==> src/hdl/qdc_consts.svh <==
// constants of the quad dac serial command port
`ifndef QDC_CONSTS_SVH
`define QDC_CONSTS_SVH

// frame layout
`define QDC_FRAME_BITS     24
`define QDC_CMD_HI         21
`define QDC_CMD_LO         19
`define QDC_ADDR_HI        18
`define QDC_ADDR_LO        16
`define QDC_DATA_HI        15
`define QDC_PD_MODE_HI     5
`define QDC_PD_MODE_LO     4
`define QDC_RESET_SCOPE    0

// command codes
`define QDC_CMD_WR_IN      3'h0
`define QDC_CMD_UPD        3'h1
`define QDC_CMD_WR_UPD_ALL 3'h2
`define QDC_CMD_WR_UPD     3'h3
`define QDC_CMD_POWER      3'h4
`define QDC_CMD_RESET      3'h5
`define QDC_CMD_LOAD_CTRL  3'h6
`define QDC_CMD_RSVD       3'h7

// channel address codes
`define QDC_ADDR_ALL       3'h7

// link timing, least frame-select high time
`define QDC_SYNC_HIGH_NS   15
`define QDC_CLK_NS         20
`define QDC_SYNC_HIGH_CYC  ((`QDC_SYNC_HIGH_NS + `QDC_CLK_NS - 1) / `QDC_CLK_NS)

// register word offsets (byte addresses)
`define QDC_REG_CTRL       8'h00
`define QDC_REG_STATUS     8'h04
`define QDC_REG_FRAMES     8'h08
`define QDC_REG_CHAN_BASE  8'h10

// field positions and reset values
`define QDC_CTRL_EN_BIT    0
`define QDC_CTRL_RESET     1'h1
`define QDC_ST_LOAD_LO     8
`define QDC_ST_BUSY_BIT    12

`endif

==> src/hdl/qdc_pkg.sv <==
// types of the quad dac serial command port
package qdc_pkg;

  // frame receiver states, one-hot
  typedef enum logic [2:0] {
    QDC_IDLE  = 3'b001,
    QDC_SHIFT = 3'b010,
    QDC_DONE  = 3'b100
  } qdc_state_t;

  // output stage modes of a channel
  typedef enum logic [1:0] {
    QDC_PD_NORMAL = 2'h0,
    QDC_PD_1K     = 2'h1,
    QDC_PD_100K   = 2'h2,
    QDC_PD_TRI    = 2'h3
  } qdc_pd_mode_t;

endpackage : qdc_pkg

==> src/hdl/qdc_top.sv <==
// serial command port of a quad dac with a wishbone status port
// How it works
// - frame-select low starts frame; shift on falls
// - 24th falling edge executes decoded command
// - msb first: 2 ignored, command, address, data
// - code left-aligned; 12-bit drops four low bits
// - commands 000-011: write, update, broadcast, both
// - 100 power, 101 reset, 110 load-control, 111 reserved
// - address 0-3 single channel, 7 all four
// - early frame-select rise discards the frame
// - channels power up at zero code
// - reset scope 0 clears channels and shift register
// - reset scope 1 also clears load and power state
// - power mode from frame bits 5 and 4
// - bits 3..0 pick channels taking that mode
// - channel codes are unsigned straight binary
// - mode 00 normal, 01 1k, 10 100k, 11 tristate
// - power-down leaves non-transparent channel codes unchanged
// - load-control bits copy input on every frame but reset and reserved
`timescale 1ns/1ns
`include "qdc_consts.svh"
`default_nettype none

module qdc_top
  import qdc_pkg::*;
#(
  parameter int CODE_W = 16
)(
  // clock and reset
  input  wire logic                  REF_CLK_I,
  input  wire logic                  SYS_RST_I,
  // serial link pins
  input  wire logic                  FRAME_SEL_N_I,
  input  wire logic                  SER_CLK_I,
  input  wire logic                  SER_DATA_I,
  // wishbone slave
  input  wire logic                  WB_CYC_I,
  input  wire logic                  WB_STB_I,
  input  wire logic                  WB_WE_I,
  input  wire logic [7:0]            WB_ADR_I,
  input  wire logic [3:0]            WB_SEL_I,
  input  wire logic [31:0]           WB_DAT_I,
  output logic      [31:0]           WB_DAT_O,
  output logic                       WB_ACK_O,
  // channel state to the converter
  output logic      [4*CODE_W-1:0]   CHAN_CODE_O,
  output logic      [7:0]            PD_MODE_O,
  output logic      [3:0]            LOAD_CTRL_O,
  output logic                       FRAME_DONE_O
);

  localparam logic [4:0] LAST_BIT = 5'(`QDC_FRAME_BITS - 1);

  // synchronisers and edge history
  logic [2:0]                 sync_n_q;
  logic [2:0]                 sclk_q;
  logic [1:0]                 din_q;
  logic                       sync_fall;
  logic                       sclk_fall;
  logic                       sync_high;
  // frame receiver
  qdc_state_t                 state_q;
  logic [4:0]                 cnt_q;
  logic [`QDC_FRAME_BITS-1:0] shift_q;
  logic [`QDC_FRAME_BITS-1:0] word;
  logic                       exec_go;
  logic [2:0]                 cmd;
  logic [2:0]                 addr;
  logic [CODE_W-1:0]          code;
  logic [3:0]                 mask;
  // channel state
  logic [3:0][CODE_W-1:0]     inreg_q;
  logic [3:0][CODE_W-1:0]     inreg_d;
  logic [3:0][CODE_W-1:0]     chreg_q;
  logic [3:0][CODE_W-1:0]     chreg_d;
  logic [3:0][1:0]            pd_q;
  logic [3:0][1:0]            pd_d;
  logic [3:0]                 ld_q;
  logic [3:0]                 ld_d;
  // registers
  logic                       en_q;
  logic [15:0]                frames_q;
  logic                       ack_q;
  logic [31:0]                rdat_q;
  logic                       done_q;

  // two flip-flops on every pin, third stage only for edges
  always_ff @(posedge REF_CLK_I)
  begin
    if (SYS_RST_I)
    begin
      sync_n_q <= 3'h7;
      sclk_q   <= 3'h7;
      din_q    <= 2'h0;
    end
    else
    begin
      sync_n_q <= {sync_n_q[1:0], FRAME_SEL_N_I};
      sclk_q   <= {sclk_q[1:0], SER_CLK_I};
      din_q    <= {din_q[0], SER_DATA_I};
    end
  end

  // edge detection on synchronised levels
  assign sync_high = sync_n_q[1];
  assign sync_fall = sync_n_q[2] & ~sync_n_q[1];
  assign sclk_fall = sclk_q[2] & ~sclk_q[1];

  // assembled word on the last edge and its fields
  assign word    = {shift_q[`QDC_FRAME_BITS-2:0], din_q[1]};
  assign exec_go = (state_q == QDC_SHIFT) && !sync_high && sclk_fall
                   && (cnt_q == LAST_BIT);
  assign cmd     = word[`QDC_CMD_HI:`QDC_CMD_LO];
  assign addr    = word[`QDC_ADDR_HI:`QDC_ADDR_LO];
  assign code    = word[`QDC_DATA_HI -: CODE_W];

  // channel address decode
  always_comb
  begin
    mask = 4'h0;
    if (addr == `QDC_ADDR_ALL)
      mask = 4'hF;
    else if (addr[2] == 1'b0)
      mask[addr[1:0]] = 1'b1;
  end

  // frame receiver
  always_ff @(posedge REF_CLK_I)
  begin
    if (SYS_RST_I)
    begin
      state_q <= QDC_IDLE;
      cnt_q   <= 5'h0;
      shift_q <= '0;
    end
    else
    begin
      unique case (state_q)
        QDC_IDLE:
        begin
          if (sync_fall && en_q)
          begin
            state_q <= QDC_SHIFT;
            cnt_q   <= 5'h0;
            shift_q <= '0;
          end
        end
        QDC_SHIFT:
        begin
          if (sync_high)
          begin
            state_q <= QDC_IDLE;
            shift_q <= '0;
          end
          else if (sclk_fall)
          begin
            shift_q <= word;
            cnt_q   <= cnt_q + 5'h1;
            if (exec_go)
              state_q <= QDC_DONE;
          end
        end
        QDC_DONE:
        begin
          if (sync_high)
            state_q <= QDC_IDLE;
          if (exec_go == 1'b0 && cmd == `QDC_CMD_RESET)
            shift_q <= shift_q;
        end
      endcase
      if (exec_go && cmd == `QDC_CMD_RESET)
        shift_q <= '0;
    end
  end

  // command execution, next channel state
  always_comb
  begin
    inreg_d = inreg_q;
    chreg_d = chreg_q;
    pd_d    = pd_q;
    ld_d    = ld_q;
    if (exec_go)
    begin
      unique case (cmd)
        `QDC_CMD_WR_IN:
          for (int i = 0; i < 4; i++)
            if (mask[i]) inreg_d[i] = code;
        `QDC_CMD_UPD:
          for (int i = 0; i < 4; i++)
            if (mask[i]) chreg_d[i] = inreg_q[i];
        `QDC_CMD_WR_UPD_ALL:
        begin
          for (int i = 0; i < 4; i++)
            if (mask[i]) inreg_d[i] = code;
          chreg_d = inreg_d;
        end
        `QDC_CMD_WR_UPD:
          for (int i = 0; i < 4; i++)
            if (mask[i])
            begin
              inreg_d[i] = code;
              chreg_d[i] = code;
            end
        `QDC_CMD_POWER:
          for (int i = 0; i < 4; i++)
            if (word[i])
              pd_d[i] = word[`QDC_PD_MODE_HI:`QDC_PD_MODE_LO];
        `QDC_CMD_RESET:
        begin
          chreg_d = '0;
          if (word[`QDC_RESET_SCOPE])
          begin
            inreg_d = '0;
            pd_d    = '0;
            ld_d    = 4'h0;
          end
        end
        `QDC_CMD_LOAD_CTRL:
          ld_d = word[3:0];
        `QDC_CMD_RSVD:
          ;
      endcase
      // transparent channels follow their input register
      if (cmd != `QDC_CMD_RSVD && cmd != `QDC_CMD_RESET)
        for (int i = 0; i < 4; i++)
          if (ld_q[i]) chreg_d[i] = inreg_d[i];
    end
  end

  // channel state, zero at power-up
  always_ff @(posedge REF_CLK_I)
  begin
    if (SYS_RST_I)
    begin
      inreg_q <= '0;
      chreg_q <= '0;
      pd_q    <= '0;
      ld_q    <= 4'h0;
    end
    else
    begin
      inreg_q <= inreg_d;
      chreg_q <= chreg_d;
      pd_q    <= pd_d;
      ld_q    <= ld_d;
    end
  end

  // frame counter and completion pulse
  always_ff @(posedge REF_CLK_I)
  begin
    if (SYS_RST_I)
    begin
      frames_q <= 16'h0;
      done_q   <= 1'b0;
    end
    else
    begin
      done_q <= exec_go;
      if (exec_go)
        frames_q <= frames_q + 16'h1;
    end
  end

  // wishbone slave, one wait state, unmapped reads zero
  always_ff @(posedge REF_CLK_I)
  begin
    if (SYS_RST_I)
    begin
      ack_q  <= 1'b0;
      rdat_q <= 32'h0;
      en_q   <= `QDC_CTRL_RESET;
    end
    else
    begin
      ack_q <= WB_CYC_I && WB_STB_I && !ack_q;
      if (WB_CYC_I && WB_STB_I && !ack_q)
      begin
        rdat_q <= 32'h0;
        unique case (WB_ADR_I)
          `QDC_REG_CTRL:   rdat_q[`QDC_CTRL_EN_BIT] <= en_q;
          `QDC_REG_STATUS: rdat_q <= {19'h0,
                                      state_q != QDC_IDLE,
                                      ld_q, pd_q};
          `QDC_REG_FRAMES: rdat_q <= {16'h0, frames_q};
          `QDC_REG_CHAN_BASE:
            rdat_q <= 32'(chreg_q[0]);
          `QDC_REG_CHAN_BASE + 8'h04:
            rdat_q <= 32'(chreg_q[1]);
          `QDC_REG_CHAN_BASE + 8'h08:
            rdat_q <= 32'(chreg_q[2]);
          `QDC_REG_CHAN_BASE + 8'h0C:
            rdat_q <= 32'(chreg_q[3]);
          default:         rdat_q <= 32'h0;
        endcase
      end
      if (WB_CYC_I && WB_STB_I && WB_WE_I && ack_q && WB_SEL_I[0]
          && WB_ADR_I == `QDC_REG_CTRL)
        en_q <= WB_DAT_I[`QDC_CTRL_EN_BIT];
    end
  end

  // outputs straight from flip-flops
  assign WB_ACK_O     = ack_q;
  assign WB_DAT_O     = rdat_q;
  assign CHAN_CODE_O  = chreg_q;
  assign PD_MODE_O    = pd_q;
  assign LOAD_CTRL_O  = ld_q;
  assign FRAME_DONE_O = done_q;
endmodule : qdc_top

`default_nettype wire

==> config.mk <==
export PLATFORM = sky130hd
export DESIGN_NAME = qdc_top
export DESIGN_NICKNAME = d
export VERILOG_FILES = /design/src/hdl/qdc_pkg.sv /design/src/hdl/qdc_top.sv
export VERILOG_INCLUDE_DIRS = /design/src /design/src/hdl
export SDC_FILE = /design/constraint.sdc
export NUM_CORES = 1
export LEC_CHECK = 0
export BUFFER_PORTS_ARGS = -buffer_cell sky130_fd_sc_hd__buf_2
export CORE_MARGIN = 5
export CORE_UTILIZATION = 30
export DETAILED_ROUTE_END_ITERATION = 8
export HOLD_SLACK_MARGIN = 0.02
export REMOVE_ABC_BUFFERS = 1
export SETUP_SLACK_MARGIN = 0.15
export SLEW_MARGIN = 20
export SYNTH_ARGS = -nofsm -noshare
export SYNTH_HDL_FRONTEND = slang
export SYNTH_SLANG_ARGS = --single-unit
==> constraint.sdc <==
create_clock -name REF_CLK_I -period 2.3 [get_ports REF_CLK_I]
set_input_delay 0.46 -clock REF_CLK_I [delete_from_list [all_inputs] [get_ports REF_CLK_I]]
set_output_delay 0.46 -clock REF_CLK_I [all_outputs]
set_load 0.05 [all_outputs]
* Word level (Yosys, flattened, before mapping)
Cells that the tools add are included.
** Storage, ports and cells
- Memories kept :: 0
- Bits in registers :: 228
- Latch bits :: 0
- Input port bits :: 52
- Bits in read-only memories :: 0
- Bits in writable memories :: 0
- Output and inout port bits :: 110
** Operators by class
- Eq/ne operators :: 31
- Shift-type cells :: 0
- Bitwise operators :: 5
- Add/sub/neg operators :: 2
- $lt $le $gt $ge :: 2
- Multiply operators :: 0
- Reductions and logical operators :: 30
- Multiplexer cells :: 48
- Divide/modulo/power cells :: 0
** Operators with widths (number)
- $mux 16 :: 16
- $pmux 64 s4 :: 1
- $mux 64 :: 2
- $pmux 64 s2 :: 1
- $pmux 15 s6 :: 1
- $mux 21 :: 3
- $pmux 21 s2 :: 1
- $eq 8x5->1 const B :: 4
- $reduce_and 4->1 :: 6
- $ne 2x2->1 const B :: 9
- $add 16x1->16 const B :: 1
- $pmux 8 s2 :: 1
- $eq 3x3->1 const B :: 5
- $mux 3 :: 5
- $mux 5 :: 3
- $logic_and 1x1->1 :: 13
- $mux 4 :: 3
- $ne 3x3->1 const B :: 4
- $pmux 5 s2 :: 1
- $eq 3x2->1 const B :: 3
- $pmux 3 s3 :: 1
- $eq 8x3->1 const B :: 1
- $eq 8x4->1 const B :: 1
- $logic_not 8->1 :: 1
- 20 further kinds :: 31

* Depth between registers and ports, before layout
Gate-level depths: netlist of the first run.
- Word-level depth :: 10
- Mapped depth :: 10
- Gate-level depth less buffers :: 7

* Worst setup path after synthesis of the first run
No wires, ideal clock.
- Path type :: register to register
- Start :: register shift_q[17]
- End :: register chreg_q (netlist bit CHAN_CODE_O[7])
- Buffers on the path :: 2
- Slack :: 341 ps
- Stages on the path, launching flop included :: 9
- Library setup time :: 122 ps
- Data required time :: 2178 ps
- Data arrival time :: 1838 ps
- Clock period less this slack :: 1959 ps
- Cell sequence :: dfxtp_1 -> buf_2 -> or2_1 -> o21ai_4 -> o31ai_2 -> buf_2 -> a221o_1 -> a21oi_1 -> o21ai_0
** On the way
- Longest elaborated chain between the ends :: 6
** Ends and longest elaborated chain
- start: declaration :: line qdc_top.sv:64 : logic [`QDC_FRAME_BITS-1:0] shift_q;
- start signal: assignment :: line qdc_top.sv:157 : shift_q <= word;
- start signal: assignment :: line qdc_top.sv:168 : shift_q <= shift_q;
- $eq 3x3->1 (no source line) or $mux 4 (tied branches)
- $mux 4 * :: line qdc_top.sv:121 : if (addr == `QDC_ADDR_ALL)
- $mux 16 (on tied branches)
- $pmux 64 s4 or $pmux 64 s2 (tied branches) :: line qdc_top.sv:185 : unique case (cmd)
- $mux 16 :: line qdc_top.sv:227 : if (ld_q[i]) chreg_d[i] = inreg_d[i];
- $mux 64 * :: line qdc_top.sv:225 : if (cmd != `QDC_CMD_RSVD && cmd != `QDC_CMD_RESET)
- end signal: assignment :: line qdc_top.sv:244 : chreg_q <= chreg_d;
- end: declaration :: line qdc_top.sv:74 : logic [3:0][CODE_W-1:0] chreg_q;
Every way passes the cells marked *; elsewhere a longest branch is shown, timed or not.
A chain may end at the register's enable or synchronous reset.

* Final worst setup path of the first run
- Start :: register shift_q[18]
- End :: register chreg_q (netlist bit CHAN_CODE_O[1])
** On the way
- Longest elaborated chain between the ends :: 5
** Ends and longest elaborated chain (line)
- $eq 3x2->1 or $logic_not 3->1 (tied branches) :: qdc_top.sv:185
- $reduce_or 3->1 (no source line)
- $pmux 64 s2 :: qdc_top.sv:185
- $mux 16 :: qdc_top.sv:227
- $mux 64 * :: qdc_top.sv:225
Marked as above.

==> results_dict.tcl, run 1 <==
set metrics [dict create \
    status "finished clean" \
    cts.clk_slew.worst_paths_ns 0.06 \
    grt_max_degree 85 \
    finalCritPeriodShare_pct 90.2 \
    num_vias 12600 \
    synth_flop_cell "dfxtp_1" \
    path_cells "buf_6, nand4b_1, o21ai_2, o31ai_2, buf_4, a221o_1, a21oi_1, o21ai_0" \
    die_width_um 212 \
    dieArea_mm2 0.0448 \
    layout_commonest_cell "dfxtp_1" \
    num_antenna_cells 0 \
    finalSetupViolCount 0 \
    ios 162 \
    drv_cap 0 \
    p_per_area_mw_per_mm2 561 \
    critical_path_class "register to register" \
    drc 0 \
    cts_sinks 212 \
    synth_area_mm2 0.0122 \
    min_to "sync_n_q[0]$_SDFF_PP1_" \
    end_kind "register" \
    fin_crit_ns 2.07 \
    reg2reg_from "shift_q[18]$_SDFFE_PP0P_" \
    ys_seq_elements 212 \
    dpl-instance-area_mm2 0.0137 \
    ys_seq_area_share_pct 34.8 \
    max_stage_delay_ns 0.40 \
    tightest_slew_ns 0.805 \
    slowest_stage "dfxtp_1" \
    io_buffers 111 \
    wl_per_cell_um 21.1 \
    core_area_mm2 0.0400 \
    drive_above_1_share_pct 17.9 \
    cts_tree "done" \
    post-dp-hpwl_um 32500 \
    final_cell_mix "211 x dfxtp_1, 166 x nand2_1, 157 x nor2_1" \
    worstHoldPathCells 2 \
    area_growth_pct 19.6 \
    wl_um 47000 \
    antenna_found_initial 1 \
    cts_root_buffer "clkbuf_16" \
    worst_r2r_endpoint "CHAN_CODE_O[1]$_SDFFE_PP0P_" \
    ys_async_sr_fraction_pct 0 \
    drt_iter0_drc 1403 \
    hold_violations 0 \
    grt_usage_pct 19.9 \
    routabilityCongestion 0.948 \
    worst-path-max-fanout 15 \
    min-delay-start "FRAME_SEL_N_I" \
    grt_pass1_vias 11600 \
    finalMaxSlewViolations 0 \
    fin_area_mm2 0.0146 \
    total_power_mw 8.19 \
    hp-class "input port to register" \
    syn_inst 1584 \
    cts_hold_buffers 0 \
    p_leak_nw 5.26 \
    path_delay_family "compound AO/OA/AOI/OAI gates" \
    cts_inserted_buffers 25 \
    ys_warn_count 0 \
    clock_latency_ns 0.53 \
    synth-edff-count 0 \
    ys_types 71 \
    tns_ns 0 \
    cp_num_buf_inv 2 \
    r2r_slack_ns 0.23 \
    grt_first_pass_wirelength_um 71200 \
    rsz0062_at_grt "false" \
    clock_skew_ns 0.0128 \
    start_util_pct 30.5 \
    start_kind "register" \
    final_nets 1733 \
    cts_buffer_depth 3 \
    grt-ovfl-total 0 \
    peakVddDrop_uv 454 \
    arrival_ns 2.48 \
    rr_worst_depth 8 \
    worstPathRequired_ns 2.71 \
    first_pass_iters 6 \
    slew_headroom_pct 46.3 \
    max_freq_ghz 0.482 \
    viasPerCell 5.69 \
    num_rows 73 \
    syn_area_per_cell_um2 7.70 \
    h-tree-depth 1 \
    fp.dieH_um 212 \
    ant_nets 0 \
]
-- layer usage --
metal / global-route usage (%) / vias up / wire [um]
met5: 0 / - / 13
met4: 6.09 / 2 / 1460
met3: 3.54 / 83 / 4520
met2: 31.5 / 644 / 21100
met1: 27.7 / 6038 / 19900
li1: - / 5881 / -
-- cell usage after synthesis (all sizes together), types with 3 or more instances --
master   instances  area share, %
nor2           160            5.0
o22ai           18           0.92
nand4            3           0.15
nand2b          25            1.3
nand2          168            5.2
and3            11           0.61
mux4             3           0.55
buf             58            2.8
nor3            10           0.41
nor4b            3           0.34
dfxtp          212             35
a211oi          19            1.3
mux2i           96            7.9
or2              9           0.46
inv             34            1.0
xnor2            7           0.50
o21ai          148            6.2
o211ai          18            1.1
nand3          145            6.0
a22o             8           0.57
a32o             3           0.25
a21oi           98            4.0
a311oi          16            1.1
a221oi           3           0.22
and4             3           0.22
a31oi            3           0.15
o221ai          24            1.7
a2bb2oi         16            1.1
a21o             4           0.25
and2             7           0.36
a221o           16            1.3
o32a            17            1.4
xor2            15            1.1
a21bo           13            1.1
nor2b           14           0.72
a22oi           43            2.6
clkbuf         107            3.3
-- how the worst max path moves through the flow --
stage / start / endpoint / slack (ns) / cells past startpoint
2_1_floorplan: shift_q[19]$_SDFFE_PP0P_ / CHAN_CODE_O[48]$_SDFFE_PP0P_ / -3.91 / 4
3_3_place_gp: cnt_q[0]$_SDFFE_PP0P_ / CHAN_CODE_O[17]$_SDFFE_PP0P_ / 0.02 / 6
3_5_place_dp: cnt_q[3]$_SDFFE_PP0P_ / PD_MODE_O[2]$_SDFFE_PP0P_ / 0.03 / 7
4_1_cts: state_q[0]$_SDFFE_PP1P_ / shift_q[12]$_SDFFE_PP0P_ / 0.17 / 6
5_1_grt: shift_q[15]$_SDFFE_PP0P_ / CHAN_CODE_O[37]$_SDFFE_PP0P_ / 0.15 / 7
6_report: shift_q[18]$_SDFFE_PP0P_ / CHAN_CODE_O[1]$_SDFFE_PP0P_ / 0.23 / 8
-- repair_timing --
item / CTS / global route
gates cloned: 0 / 1
buffers inserted: 0 / 0
setup endpoints to repair: 15 / 92
pin swaps: 1 / 3
gates resized for setup: 2 / 12
-- where the power goes --
group	leakage, nW	internal, mW	switching [mW]
sequential	1.71	3.69	0.0175
clock	0.414	2.32	1.63
combinational	3.14	0.147	0.370
-- state kept, by name, summed over array words and instances (netlist names), 4 cells and up --
register / count
CHAN_CODE_O: 64
LOAD_CTRL_O: 4
PD_MODE_O: 8
WB_DAT_O: 16
cnt_q: 5
frames_q: 16
inreg_q: 64
shift_q: 21
-- cells by family after synthesis --
group                    after synthesis  synth area share (%)
AND/OR/NAND/NOR                      569                  21.5
other                                  1                0.0307
flip-flops                           212                  34.8
multiplexers                         100                  8.53
adder cells (fa/ha/maj)                2                 0.205
buffers and inverters                200                  7.15
AO/OA/AOI/OAI                        478                  26.2
XOR/XNOR                              22                  1.58
-- area by class of cell --
class                      instances  area [um2]
tap                              525         657
clock inverter                    11        83.8
fill                            4135       25400
timing repair buffer             217        1530
clock buffer                      34         729
sequential                       212        4250
inverter                          35         133
multi-input combinational       1188        7200
-- through the flow --
| step | hold slack (ns) | util (%) | cells | worst slack (ns) |
|---|---|---|---|---|
| 2_1_floorplan | 0.389 | - | 1434 | -3.91 |
| 3_3_place_gp | 0.402 | 34.2 | 2175 | 0.0199 |
| 3_5_place_dp | 0.402 | 34.3 | 2176 | 0.0279 |
| 4_1_cts | 0.102 | 36.3 | 2221 | 0.173 |
| 5_1_grt | 0.116 | 36.5 | 2222 | 0.151 |
| 6_report | 0.119 | 36.5 | 2222 | 0.225 |
-- worst register-to-register path, delay by kind of cell (launching register included) --
kind            cells  cell delay, ns
buf+inv             2            0.39
flops               1            0.40
compound gates      5            0.89
simple gates        1            0.28
Note: power is estimated with default switching activity, not from simulation.
==> inputs of run 2 (changes only) <==
--- a/config.mk
+++ b/config.mk
@@ -7,10 +7,13 @@
 export NUM_CORES = 1
 export LEC_CHECK = 0
 export BUFFER_PORTS_ARGS = -buffer_cell sky130_fd_sc_hd__buf_2
+export CELL_PAD_IN_SITES_DETAIL_PLACEMENT = 1
+export CELL_PAD_IN_SITES_GLOBAL_PLACEMENT = 1
 export CORE_MARGIN = 5
 export CORE_UTILIZATION = 30
 export DETAILED_ROUTE_END_ITERATION = 8
 export HOLD_SLACK_MARGIN = 0.02
+export PLACE_DENSITY_LB_ADDON = 0.1
 export REMOVE_ABC_BUFFERS = 1
 export SETUP_SLACK_MARGIN = 0.15
 export SLEW_MARGIN = 20
==> constraint.sdc (replaced) <==
create_clock -name REF_CLK_I -period 2.2 [get_ports REF_CLK_I]
set_input_delay 0.44 -clock REF_CLK_I [delete_from_list [all_inputs] [get_ports REF_CLK_I]]
set_output_delay 0.44 -clock REF_CLK_I [all_outputs]
set_load 0.05 [all_outputs]
==> run 2 against run 1 <==
  * Die area is the same
  * Critical path type unchanged
  * Flip-flop and latch count stayed put
  * Clock skew up 0.0012 ns
  * Highest routed layer unchanged
==> results_dict.tcl, run 2 (synthesis gave the netlist of run 1 again) <==
set metrics [dict create \
    routabilityCongestion 0.829 \
    cts_root_buffer "clkbuf_16" \
    end_kind "register" \
    layout_commonest_cell "dfxtp_1" \
    power.switching_mw 2.29 \
    io_buffers 111 \
    num_vias 12700 \
    clock_skew_ns 0.0140 \
    antenna_found_initial 2 \
    die_width_um 212 \
    max_freq_ghz 0.495 \
    ios 162 \
    path_common_cell "buf_12" \
    crit_path_start "shift_q[18]$_SDFFE_PP0P_" \
    cts.clk_slew.worst_paths_ns 0.06 \
    core_area_mm2 0.0400 \
    reg2reg_from "shift_q[18]$_SDFFE_PP0P_" \
    worst-path-max-fanout 32 \
    hp-class "input port to register" \
    path_cells "buf_12, nand4b_1, buf_4, buf_12, nand2_1, nor2_1, a211o_1, a21o_1, a32o_1" \
    max_stage_delay_ns 0.38 \
    h-tree-depth 1 \
    worstPathRequired_ns 2.65 \
    p_int_mw 6.71 \
    finalMaxSlewViolations 0 \
    post-dp-hpwl_um 37200 \
    rsz0062_at_grt "true" \
    grt_first_pass_wirelength_um 81200 \
    fin_cells 2259 \
    p_per_area_mw_per_mm2 586 \
    r2r_slack_ns 0.18 \
    viasPerCell 5.61 \
    start_util_pct 30.5 \
    min-delay-start "FRAME_SEL_N_I" \
    path_delay_family "compound AO/OA/AOI/OAI gates" \
    min_to "sync_n_q[0]$_SDFF_PP1_" \
    pre_cts_ws_ns -0.0583 \
    num_antenna_cells 0 \
    drive_above_1_share_pct 22.0 \
    fin_area_mm2 0.0154 \
    cts_inserted_buffers 28 \
    power_frac_seq_pct 43.1 \
    cts_buffer_depth 3 \
    wl_um 55000 \
    p_leak_nw 5.51 \
    nFillCells 4815 \
    dp.cells 2190 \
    num_rows 73 \
    start_kind "register" \
    grt_max_degree 49 \
    finalCritPeriodShare_pct 91.9 \
    status "finished clean" \
    area_growth_pct 25.9 \
    final_cell_mix "206 x dfxtp_1, 166 x nand2_1, 154 x nor2_1" \
    final_nets 1769 \
    arrival_ns 2.47 \
    wl_per_cell_um 24.3 \
    grt_usage_pct 23.3 \
    slowest_stage "dfxtp_1" \
    fp.dieH_um 212 \
    total_power_mw 9.00 \
    tightest_slew_ns 0.876 \
    critical_path_class "register to register" \
    cts_tree "done" \
    clock_latency_ns 0.56 \
    grt-ovfl-total 0 \
    grt_pass1_vias 12500 \
    pwr-share-comb_pct 6.7 \
    dieArea_mm2 0.0448 \
    cts_sinks 212 \
    pwr-share-clk_pct 50.2 \
    cp_num_buf_inv 3 \
    worst_r2r_endpoint "CHAN_CODE_O[32]$_SDFFE_PP0P_" \
    dpl-instance-area_mm2 0.0139 \
    drc 0 \
    finalSetupViolCount 0 \
    ant_nets 0 \
    peakVddDrop_uv 533 \
    power.share.switching_pct 25.4 \
    drt_iter0_drc 825 \
    hold_violations 0 \
    layout_setup_ws_ns 0.178 \
    fin_crit_ns 2.02 \
    drv_cap 0 \
    first_pass_iters 5 \
    worstHoldPathCells 2 \
    slew_headroom_pct 41.5 \
    rr_worst_depth 9 \
]
==> run 2: stage by stage <==
stage / hold WS, ns / utilization, % / TNS [ns]
after detailed placement: 0.402 / 34.6 / -0.0721
final: 0.0613 / 38.4 / 0
after floorplan: 0.389 / - / -342.52
after global placement: 0.393 / 34.6 / -0.00893
after global routing: 0.0566 / 38.4 / 0
after CTS: 0.0340 / 37.0 / 0
==> run 2: routing by layer <==
| metal | GRT usage, % | share of wire, % | vias to the layer above |
|---|---|---|---|
| li1 | - | - | 5955 |
| met1 | 33.1 | 47 | 6330 |
| met2 | 37.4 | 46 | 328 |
| met3 | 3.19 | 4.5 | 58 |
| met4 | 6.13 | 2.1 | 4 |
| met5 | 0 | 0.044 | - |
==> run 2: final cells by class <==
cell class | count | area, um2 | area share (%)
Multi-Input combinational cell | 1188 | 7460 | 48.6
Clock inverter | 3 | 18.8 | 0.122
Inverter | 35 | 136 | 0.888
Sequential cell | 212 | 4250 | 27.7
Tap cell | 525 | 657 | 4.28
Clock buffer | 46 | 870 | 5.66
Timing Repair Buffer | 250 | 1960 | 12.8
==> run 2: timing repair <==
item / CTS / global route
setup buffers: 2 / 14
gates cloned: 0 / 4
endpoints found under the setup margin: 141 / 138
gates resized for setup: 10 / 96
pin swaps: 1 / 46
hold buffers: 0 / 0
==> run 2: worst max-delay path by stage <==
stage               slack [ns]  depth (start not counted)                           end
floorplan                -4.01                          4  CHAN_CODE_O[48]$_SDFFE_PP0P_
global placement        -0.004                          7   CHAN_CODE_O[3]$_SDFFE_PP0P_
detailed placement       -0.06                          6      inreg_q[59]$_SDFFE_PP0P_
CTS                       0.12                          7  CHAN_CODE_O[51]$_SDFFE_PP0P_
global route              0.08                          8  CHAN_CODE_O[36]$_SDFFE_PP0P_
finish                    0.18                          9  CHAN_CODE_O[32]$_SDFFE_PP0P_
==> run 2: power by group through the flow <==
stage | Sequential (mW) | Clock [mW] | Combinational, mW
final | 3.88 | 4.52 | 0.602
after global routing | 3.88 | 4.78 | 0.640
after CTS | 3.88 | 4.63 | 0.584
after detailed placement | 3.96 | 0 | 0.581
after global placement | 3.96 | 0 | 0.576
after floorplan | 4.00 | 0 | 0.246
==> run 2: worst register-to-register path, delay by kind of cell, from the launching register on <==
family	cells	cell delay (ns)
AOI/OAI and AO/OA	3	0.61
buffers and inverters	3	0.55
DFF	1	0.38
and+or+nand+nor	3	0.37
==> inputs of run 3 (changes only) <==
--- a/config.mk
+++ b/config.mk
@@ -15,7 +15,8 @@
 export HOLD_SLACK_MARGIN = 0.02
 export PLACE_DENSITY_LB_ADDON = 0.1
 export REMOVE_ABC_BUFFERS = 1
-export SETUP_SLACK_MARGIN = 0.15
+export SETUP_SLACK_MARGIN = 0.5
+export SKIP_CTS_REPAIR_TIMING = 1
 export SLEW_MARGIN = 20
 export SYNTH_ARGS = -nofsm -noshare
 export SYNTH_HDL_FRONTEND = slang
==> run 3 against run 2 <==
  * Highest routed layer unchanged
  * Worst setup slack improved by 0.041 ns
  * Hold slack improved by 0.0012 ns
  * Flip-flop and latch count stayed put
  * Sequential share of layout area down 0.72 points
  * Clock-buffer cell count unchanged
  * Die area unchanged
  * Via count rose by 0.92%
  * Critical path type unchanged
  * Combinational power is 3.5% higher
==> results_dict.tcl, run 3 (synthesis gave the netlist of run 1 again) <==
set metrics [dict create \
    grt_first_pass_wirelength_um 81200 \
    grt_usage_pct 23.3 \
    drt_iter0_drc 827 \
    fin_cells 2280 \
    io_buffers 111 \
    p_leak_nw 5.72 \
    path_delay_family "simple AND/OR/NAND/NOR gates" \
    pwr-share-comb_pct 6.9 \
    fin_crit_ns 1.98 \
    wl_um 55800 \
    cts_sinks 212 \
    grt_max_degree 49 \
    grt_pass1_vias 12500 \
    area_growth_pct 29.5 \
    slew_headroom_pct 43.0 \
    drive_above_1_share_pct 24.7 \
    slowest_stage "and4_4" \
    dieArea_mm2 0.0448 \
    viasPerCell 5.61 \
    reg2reg_from "sync_n_q[1]$_SDFF_PP1_" \
    final_nets 1789 \
    h-tree-depth 1 \
    arrival_ns 2.48 \
    tns_ns 0 \
    finalSetupViolCount 0 \
    hp-class "input port to register" \
    ant_nets 0 \
    worst-path-stages 8 \
    nFillCells 4798 \
    worst_r2r_endpoint "inreg_q[31]$_SDFFE_PP0P_" \
    drv_cap 0 \
    tightest_slew_ns 0.854 \
    max_freq_ghz 0.505 \
    r2r_slack_ns 0.22 \
    finalMaxSlewViolations 0 \
    min-delay-start "FRAME_SEL_N_I" \
    cts_buffer_depth 3 \
    max_stage_delay_ns 0.42 \
    cts.clk_slew.worst_paths_ns 0.06 \
    p_int_mw 6.72 \
    power_frac_seq_pct 43.0 \
    rr_worst_depth 8 \
    clock_latency_ns 0.56 \
    crit_path_start "sync_n_q[1]$_SDFF_PP1_" \
    peakVddDrop_uv 534 \
    power.share.switching_pct 25.5 \
    worstPathRequired_ns 2.70 \
    dp.cells 2190 \
    post-dp-hpwl_um 37200 \
    grt-ovfl-total 0 \
    cts_inserted_buffers 28 \
    hold_violations 0 \
    p_per_area_mw_per_mm2 571 \
    num_rows 73 \
    wl_per_cell_um 24.5 \
    layout.area.seq_mm2 0.00426 \
    power.switching_mw 2.30 \
    cp_num_buf_inv 2 \
    cts_tree "done" \
    pwr-share-clk_pct 50.1 \
    status "finished clean" \
    cts_root_buffer "clkbuf_16" \
    drc 0 \
    clock_skew_ns 0.0120 \
    critical_path_class "register to register" \
    path_cells "nor4b_4, and4_4, buf_12, nand2_8, nor2_4, clkbuf_16, a22oi_1, nor2_1" \
    rsz0062_at_grt "true" \
    ios 162 \
    fp.dieH_um 212 \
    end_kind "register" \
    final_cell_mix "204 x dfxtp_1, 165 x nand2_1, 154 x nor2_1" \
    routabilityCongestion 0.829 \
    worst-path-max-fanout 8 \
    core_area_mm2 0.0400 \
    antenna_found_initial 3 \
    num_vias 12800 \
    first_pass_iters 5 \
    layout_commonest_cell "dfxtp_1" \
    finalCritPeriodShare_pct 90.0 \
    cp-endpoint "inreg_q[31]$_SDFFE_PP0P_" \
    die_width_um 212 \
    start_util_pct 30.5 \
    start_kind "register" \
    multiInputGateArea_mm2 0.00765 \
]
-- run 3: layer usage --
layer / part of all wire, % / track usage [%]
met3: 5.0 / 3.30
met2: 46 / 37.3
met5: 0.043 / 0
met4: 2.5 / 6.22
met1: 46 / 33.1
-- run 3: metrics by stage --
stage | hold slack [ns] | utilization [%] | total power, mW | setup slack, ns | area (um2)
2_1_floorplan | 0.389 | - | 4.24 | -4.01 | 11500
3_3_place_gp | 0.393 | 34.6 | 4.54 | -0.00389 | 13900
3_5_place_dp | 0.402 | 34.6 | 4.55 | -0.0583 | 13900
4_1_cts | 0.0340 | 36.9 | 9.09 | -0.0780 | 14700
5_1_grt | 0.0566 | 39.5 | 9.33 | 0.139 | 15800
6_report | 0.0625 | 39.5 | 9.02 | 0.219 | 15800
-- run 3: power groups by stage --
stage	sequential [mW]	clock [mW]	combinational, mW
2_1_floorplan	4.00	0	0.246
3_3_place_gp	3.96	0	0.576
3_5_place_dp	3.96	0	0.581
4_1_cts	3.88	4.63	0.582
5_1_grt	3.88	4.78	0.663
6_report	3.88	4.52	0.623
-- run 3: worst min-delay path by stage --
stage,to,slack [ns],depth (start not counted)
2_1_floorplan,sclk_q[1]$_SDFF_PP1_,0.39,1
3_3_place_gp,sync_n_q[1]$_SDFF_PP1_,0.39,1
3_5_place_dp,sync_n_q[1]$_SDFF_PP1_,0.40,1
4_1_cts,sync_n_q[0]$_SDFF_PP1_,0.03,2
5_1_grt,sclk_q[0]$_SDFF_PP1_,0.06,2
6_report,sync_n_q[0]$_SDFF_PP1_,0.06,2
-- run 3: final cells by class --
cell class,instances,area share [%]
Sequential cell,212,27.0
Clock buffer,46,5.51
Inverter,35,0.864
Timing Repair Buffer,270,13.9
Multi-Input combinational cell,1188,48.5
Antenna cell,1,0.0158
Tap cell,525,4.16
Clock inverter,3,0.119
-- run 3: worst register-to-register path, cell delays in order (launching register included) --
cell and delay [ns]:
dfxtp_2 0.33, nor4b_4 0.32, and4_4 0.42, buf_12 0.18, nand2_8 0.07, nor2_4 0.20
clkbuf_16 0.20, a22oi_1 0.08, nor2_1 0.12
